### src/hw/dram_strobe_pkg.sv
// Constants and types for the display DRAM strobe mapping block
package dram_strobe_pkg;
  // Register byte addresses on the bus
  localparam logic [3:0] ADDR_DRAM_TYPE = 4'h0;
  localparam logic [3:0] ADDR_DRAM_CONFIG = 4'h4;
  localparam logic [3:0] ADDR_PANEL_MEM_OPTION = 4'h8;
  localparam logic [3:0] ADDR_STATUS = 4'hC;
  // Field positions
  localparam int TYPE_LO = 0;
  localparam int CFG_DUAL_WE = 4;
  localparam int CFG_SIZE_LO = 0;
  localparam int CFG_WIDE = 3;
  localparam int PMO_BUF_EN0 = 0;
  localparam int PMO_BUF_EDO = 2;
  localparam int PMO_BUF_DUAL_WE = 6;
  localparam int PMO_BUF_EN7 = 7;
  // Reset values
  localparam logic [7:0] DRAM_TYPE_RST = 8'h00;
  localparam logic [7:0] DRAM_CONFIG_RST = 8'h08;
  localparam logic [7:0] PANEL_MEM_OPTION_RST = 8'h00;
  // Memory type encodings
  localparam logic [1:0] TYPE_FPM = 2'h0;
  localparam logic [1:0] TYPE_EDO = 2'h1;
  // Total size encodings: 1, 2, 4 megabytes
  localparam logic [1:0] SIZE_1MB = 2'h0;
  localparam logic [1:0] SIZE_2MB = 2'h1;
  localparam logic [1:0] SIZE_4MB = 2'h2;
  localparam int NUM_GRP = 4;
  localparam int GRP_C = 2;
  typedef enum logic [1:0] {
    ST_IDLE = 2'b00,
    ST_ACK = 2'b01
  } bus_state_t;
endpackage

### src/hw/display_dram_strobe_config.sv
// Display DRAM configuration registers and CAS/WE strobe mapping
// Overview of operation
// RULE_01 - Display memory totals 1, 2 or 4MB
// RULE_02 - FPM/EDO parts 128K-512K deep, x8-x32
// RULE_03 - Data path 64 bits, or 32 bits
// RULE_04 - Panel buffer is one 256Kx16 DRAM
// RULE_05 - Buffer takes upper half, bank two
// RULE_06 - Software sets option bits 7 and 0
// RULE_07 - Type bits 1:0 choose FPM or EDO
// RULE_08 - Option bit 2 sets buffer DRAM type
// RULE_09 - Main and buffer configured independently
// RULE_10 - Config bit 4 selects dual-WE main
// RULE_11 - Option bit 6 selects dual-WE buffer
// RULE_12 - Wide dual-WE remaps groups A to D
// RULE_13 - Narrow dual-WE remaps only groups A, B
// RULE_14 - Buffer uses group C strobes, remapped
// RULE_15 - Dual-WE: common CAS, per-byte WE writes
`timescale 1ns/1ps
`default_nettype none
module display_dram_strobe_config
  import dram_strobe_pkg::*;
(
  input wire logic clk,
  input wire logic rst,
  input wire logic wb_cyc_i,
  input wire logic wb_stb_i,
  input wire logic wb_we_i,
  input wire logic [3:0] wb_adr_i,
  input wire logic [3:0] wb_sel_i,
  input wire logic [31:0] wb_dat_i,
  output logic [31:0] wb_dat_o,
  output logic wb_ack_o,
  // Main memory access request, group enable per group
  input wire logic [NUM_GRP-1:0] main_cas_n,
  input wire logic main_we_n,
  input wire logic [2*NUM_GRP-1:0] main_byte_en,
  // Panel buffer access request
  input wire logic buf_cas_n,
  input wire logic buf_we_n,
  input wire logic [1:0] buf_byte_en,
  // Strobe pins, active low, registered
  output logic [NUM_GRP-1:0] col_strobe_hi_n,
  output logic [NUM_GRP-1:0] col_strobe_lo_n,
  output logic [NUM_GRP-1:0] write_strobe_n,
  // Decoded configuration for the cycle engine
  output logic main_edo,
  output logic buf_edo,
  output logic buf_active,
  output logic wide_path
);

  typedef struct packed {
    bus_state_t st;
    logic ack;
    logic [31:0] rdata;
    logic [7:0] dram_type_reg;
    logic [7:0] dram_config_reg;
    logic [7:0] panel_mem_option_reg;
    logic [NUM_GRP-1:0] cas_hi;
    logic [NUM_GRP-1:0] cas_lo;
    logic [NUM_GRP-1:0] we;
  } state_t;

  state_t q, d;

  // Byte-lane merge of a write into the low byte
  function automatic logic [7:0] merge(input logic [7:0] old,
                                       input logic [31:0] wd,
                                       input logic [3:0] sel);
    merge = sel[0] ? wd[7:0] : old;
  endfunction

  // Pin triple for one byte pair: {cas_hi, cas_lo, we}, active low
  function automatic logic [2:0] pins(input logic dual_we,
                                      input logic cas_n,
                                      input logic we_n,
                                      input logic [1:0] be);
    logic wr;
    wr = ~we_n & ~cas_n;
    if (dual_we) begin
      // Common CAS, low-byte WE, high-byte WE
      pins = {cas_n, ~(wr & be[0]), ~(wr & be[1])}; // RULE_15
    end else begin
      pins = {~(~cas_n & be[1]), ~(~cas_n & be[0]), we_n};
    end
  endfunction

  logic sel_hit;
  logic buf_en;
  logic wide;
  logic main_dwe;
  logic buf_dwe;
  logic [1:0] size_cfg;
  logic [31:0] status;

  always_comb begin
    // Buffer needs both enable bits set by software
    buf_en = q.panel_mem_option_reg[PMO_BUF_EN7]
           & q.panel_mem_option_reg[PMO_BUF_EN0]; // RULE_06
    // Buffer forces a 32-bit single-bank main path
    wide = q.dram_config_reg[CFG_WIDE] & ~buf_en; // RULE_05 RULE_03
    main_dwe = q.dram_config_reg[CFG_DUAL_WE]; // RULE_10
    buf_dwe = q.panel_mem_option_reg[PMO_BUF_DUAL_WE]; // RULE_11 RULE_09
    size_cfg = q.dram_config_reg[CFG_SIZE_LO +: 2]; // RULE_01
    status = {27'h0, buf_en, wide, q.dram_type_reg[TYPE_LO +: 2] == TYPE_EDO,
              size_cfg};
  end

  assign sel_hit = wb_cyc_i & wb_stb_i;

  always_comb begin
    logic [2:0] p;
    p = 3'h7;
    d = q;
    d.ack = 1'b0;
    case (q.st)
      ST_IDLE: begin
        if (sel_hit) begin
          d.st = ST_ACK;
          d.ack = 1'b1;
          if (wb_we_i) begin
            case (wb_adr_i)
              ADDR_DRAM_TYPE: begin
                d.dram_type_reg = merge(q.dram_type_reg, wb_dat_i,
                                        wb_sel_i); // RULE_07
              end
              ADDR_DRAM_CONFIG: begin
                d.dram_config_reg = merge(q.dram_config_reg, wb_dat_i,
                                          wb_sel_i);
                // Unsupported size code falls back to 4MB
                if (d.dram_config_reg[CFG_SIZE_LO +: 2] == 2'h3) begin
                  d.dram_config_reg[CFG_SIZE_LO +: 2] = SIZE_4MB; // RULE_01
                end
              end
              ADDR_PANEL_MEM_OPTION: begin
                d.panel_mem_option_reg = merge(q.panel_mem_option_reg,
                                               wb_dat_i, wb_sel_i);
              end
              default: begin
              end
            endcase
          end else begin
            case (wb_adr_i)
              ADDR_DRAM_TYPE: d.rdata = {24'h0, q.dram_type_reg};
              ADDR_DRAM_CONFIG: d.rdata = {24'h0, q.dram_config_reg};
              ADDR_PANEL_MEM_OPTION: begin
                d.rdata = {24'h0, q.panel_mem_option_reg};
              end
              ADDR_STATUS: d.rdata = status;
              default: d.rdata = 32'h0;
            endcase
          end
        end
      end
      ST_ACK: begin
        d.st = ST_IDLE;
      end
      default: begin
        d.st = ST_IDLE;
      end
    endcase

    // Strobe mapping per group
    for (int g = 0; g < NUM_GRP; g++) begin
      if (g == GRP_C && buf_en) begin
        // Panel buffer driven through group C
        p = pins(buf_dwe, buf_cas_n, buf_we_n, buf_byte_en); // RULE_14 RULE_04
      end else if (!wide && g >= 2) begin
        // Upper half idle on narrow path
        p = 3'h7; // RULE_13
      end else begin
        p = pins(main_dwe, main_cas_n[g], main_we_n,
                 main_byte_en[2*g +: 2]); // RULE_12 RULE_02
      end
      d.cas_hi[g] = p[2];
      d.cas_lo[g] = p[1];
      d.we[g] = p[0];
    end

    if (rst) begin
      d = '0;
      d.st = ST_IDLE;
      d.dram_type_reg = DRAM_TYPE_RST;
      d.dram_config_reg = DRAM_CONFIG_RST;
      d.panel_mem_option_reg = PANEL_MEM_OPTION_RST;
      d.cas_hi = '1;
      d.cas_lo = '1;
      d.we = '1;
    end
  end

  always_ff @(posedge clk) begin
    q <= d;
  end

  assign wb_ack_o = q.ack;
  assign wb_dat_o = q.rdata;
  assign col_strobe_hi_n = q.cas_hi;
  assign col_strobe_lo_n = q.cas_lo;
  assign write_strobe_n = q.we;
  assign main_edo = q.dram_type_reg[TYPE_LO +: 2] == TYPE_EDO; // RULE_07
  assign buf_edo = q.panel_mem_option_reg[PMO_BUF_EDO]; // RULE_08
  assign buf_active = buf_en;
  assign wide_path = wide;

endmodule // display_dram_strobe_config
`default_nettype wire

### config.mk
export PLATFORM = sky130hd
export DESIGN_NAME = display_dram_strobe_config
export DESIGN_NICKNAME = d
export VERILOG_FILES = /design/src/hw/dram_strobe_pkg.sv /design/src/hw/display_dram_strobe_config.sv
export SDC_FILE = /design/constraint.sdc
export NUM_CORES = 1
export LEC_CHECK = 0
export BUFFER_PORTS_ARGS = -buffer_cell sky130_fd_sc_hd__buf_2
export CELL_PAD_IN_SITES_DETAIL_PLACEMENT = 1
export CELL_PAD_IN_SITES_GLOBAL_PLACEMENT = 1
export CORE_MARGIN = 2
export CORE_UTILIZATION = 34
export DETAILED_ROUTE_END_ITERATION = 7
export GPL_TIMING_DRIVEN = 0
export PLACE_DENSITY = 0.89
export SETUP_SLACK_MARGIN = 0.2
export SLEW_MARGIN = 30
export SYNTH_ARGS = -nofsm -noshare
export SYNTH_HDL_FRONTEND = slang
export SYNTH_SLANG_ARGS = --single-unit
export TNS_END_PERCENT = 1
### constraint.sdc
create_clock -name clk -period 1.8 [get_ports clk]
set_input_delay 0.27 -clock clk [delete_from_list [all_inputs] [get_ports clk]]
set_output_delay 0.27 -clock clk [all_outputs]
set_load 0.02 [all_outputs]
==> results.yml <==
status:
  status: "finished clean"
hold_path:
  hold_path.class: "in2reg"
clocking:
  htree_levels: 2
  cts-root-buf: "clkbuf_8"
  cts_setup_buffers: 0
  clock_path_buffers: 2
  clkSinkCount: 46
  cts_made_buffers: 5
  cts_tree: "built"
  cts_hold_buf: 0
  clk_latency_ps: 300
  path_clk_slew_ps: 80
timing:
  rsz0062_at_grt: "no"
  timing.fmax_ghz: 0.697
  final.min_clock_period_ps: 1430
  setup_viol: 0
  relSlewSlack_pct: 65.5
  hold-worst-slack_ps: 160
  fin_tns_setup_ps: 0
  finClkSkew_ps: 9.92
  slew_violations: 0
  worst_slew_pin_slew_ps: 518
  fin_crit_sh_pct: 79.7
  hold_viol: 0
worst_setup_path:
  critical_path.max_stage_delay_ps: 430
  worstPathArrival_ps: 1160
  worstPathCellList: "nand2_1 > inv_2 > buf_2"
  cpLargestDelayFamily: "flip-flops"
  cp.required_ps: 1530
  critPathCaptureType: "output pin"
  slowest_stage: "dfxtp_1"
  critPathKind: "reg2out"
  path_max_fanout: 5
  crit_buf_inv: 2
  start_kind: "flop"
yosys:
  yosys.area_share.simple_pct: 19.1
  synthCells: 242
  yosysMostFrequentCell: "dfxtp_1"
  synth_fa_ha_area_share_pct: 0
  yosys-top-cells-count: "dfxtp_1, buf_4, nand2b_1, mux2i_1, nor2_1"
  syn_avg_cell_area_um2: 9.68
  synth_cell_types: 39
  synth-xor-area-share_pct: 0
  seq_area_frac_synth_pct: 39.3
  yosysWarnings: 0
  synth_top_family_by_area: "simple AND/OR/NAND/NOR gates"
  yosys-top-cells-area: "dfxtp_1, buf_4, mux2i_1"
  synth_compound_area_share_pct: 9.18
  ys.flop_type: "dfxtp_1"
  synth-edff-count: 0
  synthMuxAreaShare_pct: 14.3
  netlist_area_um2: 2340
  synth_top_area_cell: "dfxtp_1"
  synthArstFlopShare_pct: 0
  yosys_register_bits: 46
  netlist.area_leader.share_pct: 39.3
cells_and_area:
  seq_area_um2: 921
  layout-drive-gt1-share_pct: 37.1
  multiInputGateArea_um2: 1090
  num_antenna_cells: 0
  fin_nets: 392
  fillerInstances: 811
  area_growth_pct: 24.0
placed_design:
  gp_congestion: 0.772
  dp.final_hpwl_um: 4550
  io_buffers: 58
power:
  power_leakage_nw: 1.44
  irDropWorstVdd_uv: 276
  p_per_area_nw_per_um2: 667
  finalPower_w: 0.00194
route:
  drc_errors: 0
  via_count: 1899
  firstDrtPassIters: 5
  drt_iter0_markers: 79
  ant_nets: 0
  drt-total-wl_um: 5850
  avgViaCountPerCell: 4.64
  wl_per_cell_um: 14.3
floorplanning:
  core_region_area_um2: 6720
  start_util_pct: 34.9
  ios: 111
  die_y_um: 87.0
  die_w_um: 87.0
  rows: 30
  die_area_um2: 7570
grt:
  antenna_found_initial: 0
  gr-total-overflow: 0
  grt_pass1_vias: 1947
  grt_pass1_wl_um: 9180
  grt_usage_pct: 15.3
  grt_max_degree: 13
flow_run:
  drv_cap: 0
==> report_power, final <==
part	internal [W]	switching, W	total, W
registers	0.00103	0.00000485	0.00104
clock network	0.000296	0.000317	0.000613
logic	0.000127	0.000161	0.000288
==> metrics by stage <==
| stage | std cells | cell area [um2] | util [%] | worst slack (ps) |
|---|---|---|---|---|
| after global placement | 403 | 2820 | 42.0 | 334 |
| after CTS | 409 | 2900 | 43.2 | 269 |
| after detailed placement | 403 | 2820 | 42.0 | 260 |
| final | 409 | 2910 | 43.3 | 366 |
| after floorplan | 265 | 2430 | - | 516 |
| after global routing | 409 | 2910 | 43.3 | 274 |
==> registers in the layout (all words and copies together) (netlist names) <==
register,flops
write_strobe_n,4
col_strobe_lo_n,4
buf_dwe,1
col_strobe_hi_n,4
q,22
wb_dat_o,8
wb_ack_o,1
buf_edo,1
main_dwe,1
==> final timing paths <==
path,startpoint,endpoint,slack (ps),cells after the start
worst max-delay path,q[12]$_SDFFE_PP0P_,buf_active,370,3
worst min register to register,q[69]$_SDFFE_PP0N_,q[69]$_SDFFE_PP0N_,460,1
worst min-delay path,main_byte_en[2],col_strobe_lo_n[1]$_SDFF_PP1_,160,2
worst max register to register,q[69]$_SDFFE_PP0N_,q[32]$_SDFFE_PP0P_,400,5
==> layer usage <==
| metal | global-route usage (%) | wire length [um] | part of all wire, % | up-vias |
|---|---|---|---|---|
| li1 | - | - | - | 927 |
| met1 | 18.5 | 2510 | 43 | 914 |
| met2 | 27.5 | 3030 | 52 | 49 |
| met3 | 1.99 | 202 | 3.5 | 9 |
| met4 | 5.68 | 107 | 1.8 | 0 |
| met5 | 0 | 0 | 0 | - |
==> placed cells by master, fill, tap and decap left out, drive strengths merged, types with 2 or more instances in the layout <==
cell / instances
nor4b: 2
clkbuf: 14
a31oi: 2
a21oi: 5
mux4: 2
a22o: 8
nand2: 7
inv: 8
conb: 24
nand2b: 31
nand3: 2
nor2b: 2
dfxtp: 46
and4bb: 3
nor3: 3
o21ai: 8
buf: 106
o2bb2ai: 3
nor2: 10
mux2i: 29
nand3b: 2
and4b: 2
==> timing repair <==
item,in CTS,in global routing
endpoints found under the setup margin,0,6
endpoints found under the hold margin,0,0
gates resized for setup,0,1
==> worst register-to-register path: stages, from the launching register on <==
cell and delay [ps]:
dfxtp_1 330, and3b_1 210, clkbuf_2 170, and4bb_1 200, buf_4 200, mux2i_1 220
==> cells by family (layout without fill, tap and decap cells) <==
family | after synthesis | in the layout
compound gates | 31 | 31
buf+inv | 64 | 128
mux | 31 | 31
other cells | 1 | 24
simple gates | 69 | 69
flops | 46 | 46
==> final cells by class <==
cell class                      instances  area share (%)
Buffer                                 56            13.5
Inverter                                8            1.03
Multi-Input combinational cell        155            37.5
Clock buffer                            6            2.84
Timing Repair Buffer                   58            9.99
Sequential cell                        46            31.7
Tap cell                               80            3.44
Note: power is estimated with default switching activity, not from simulation.
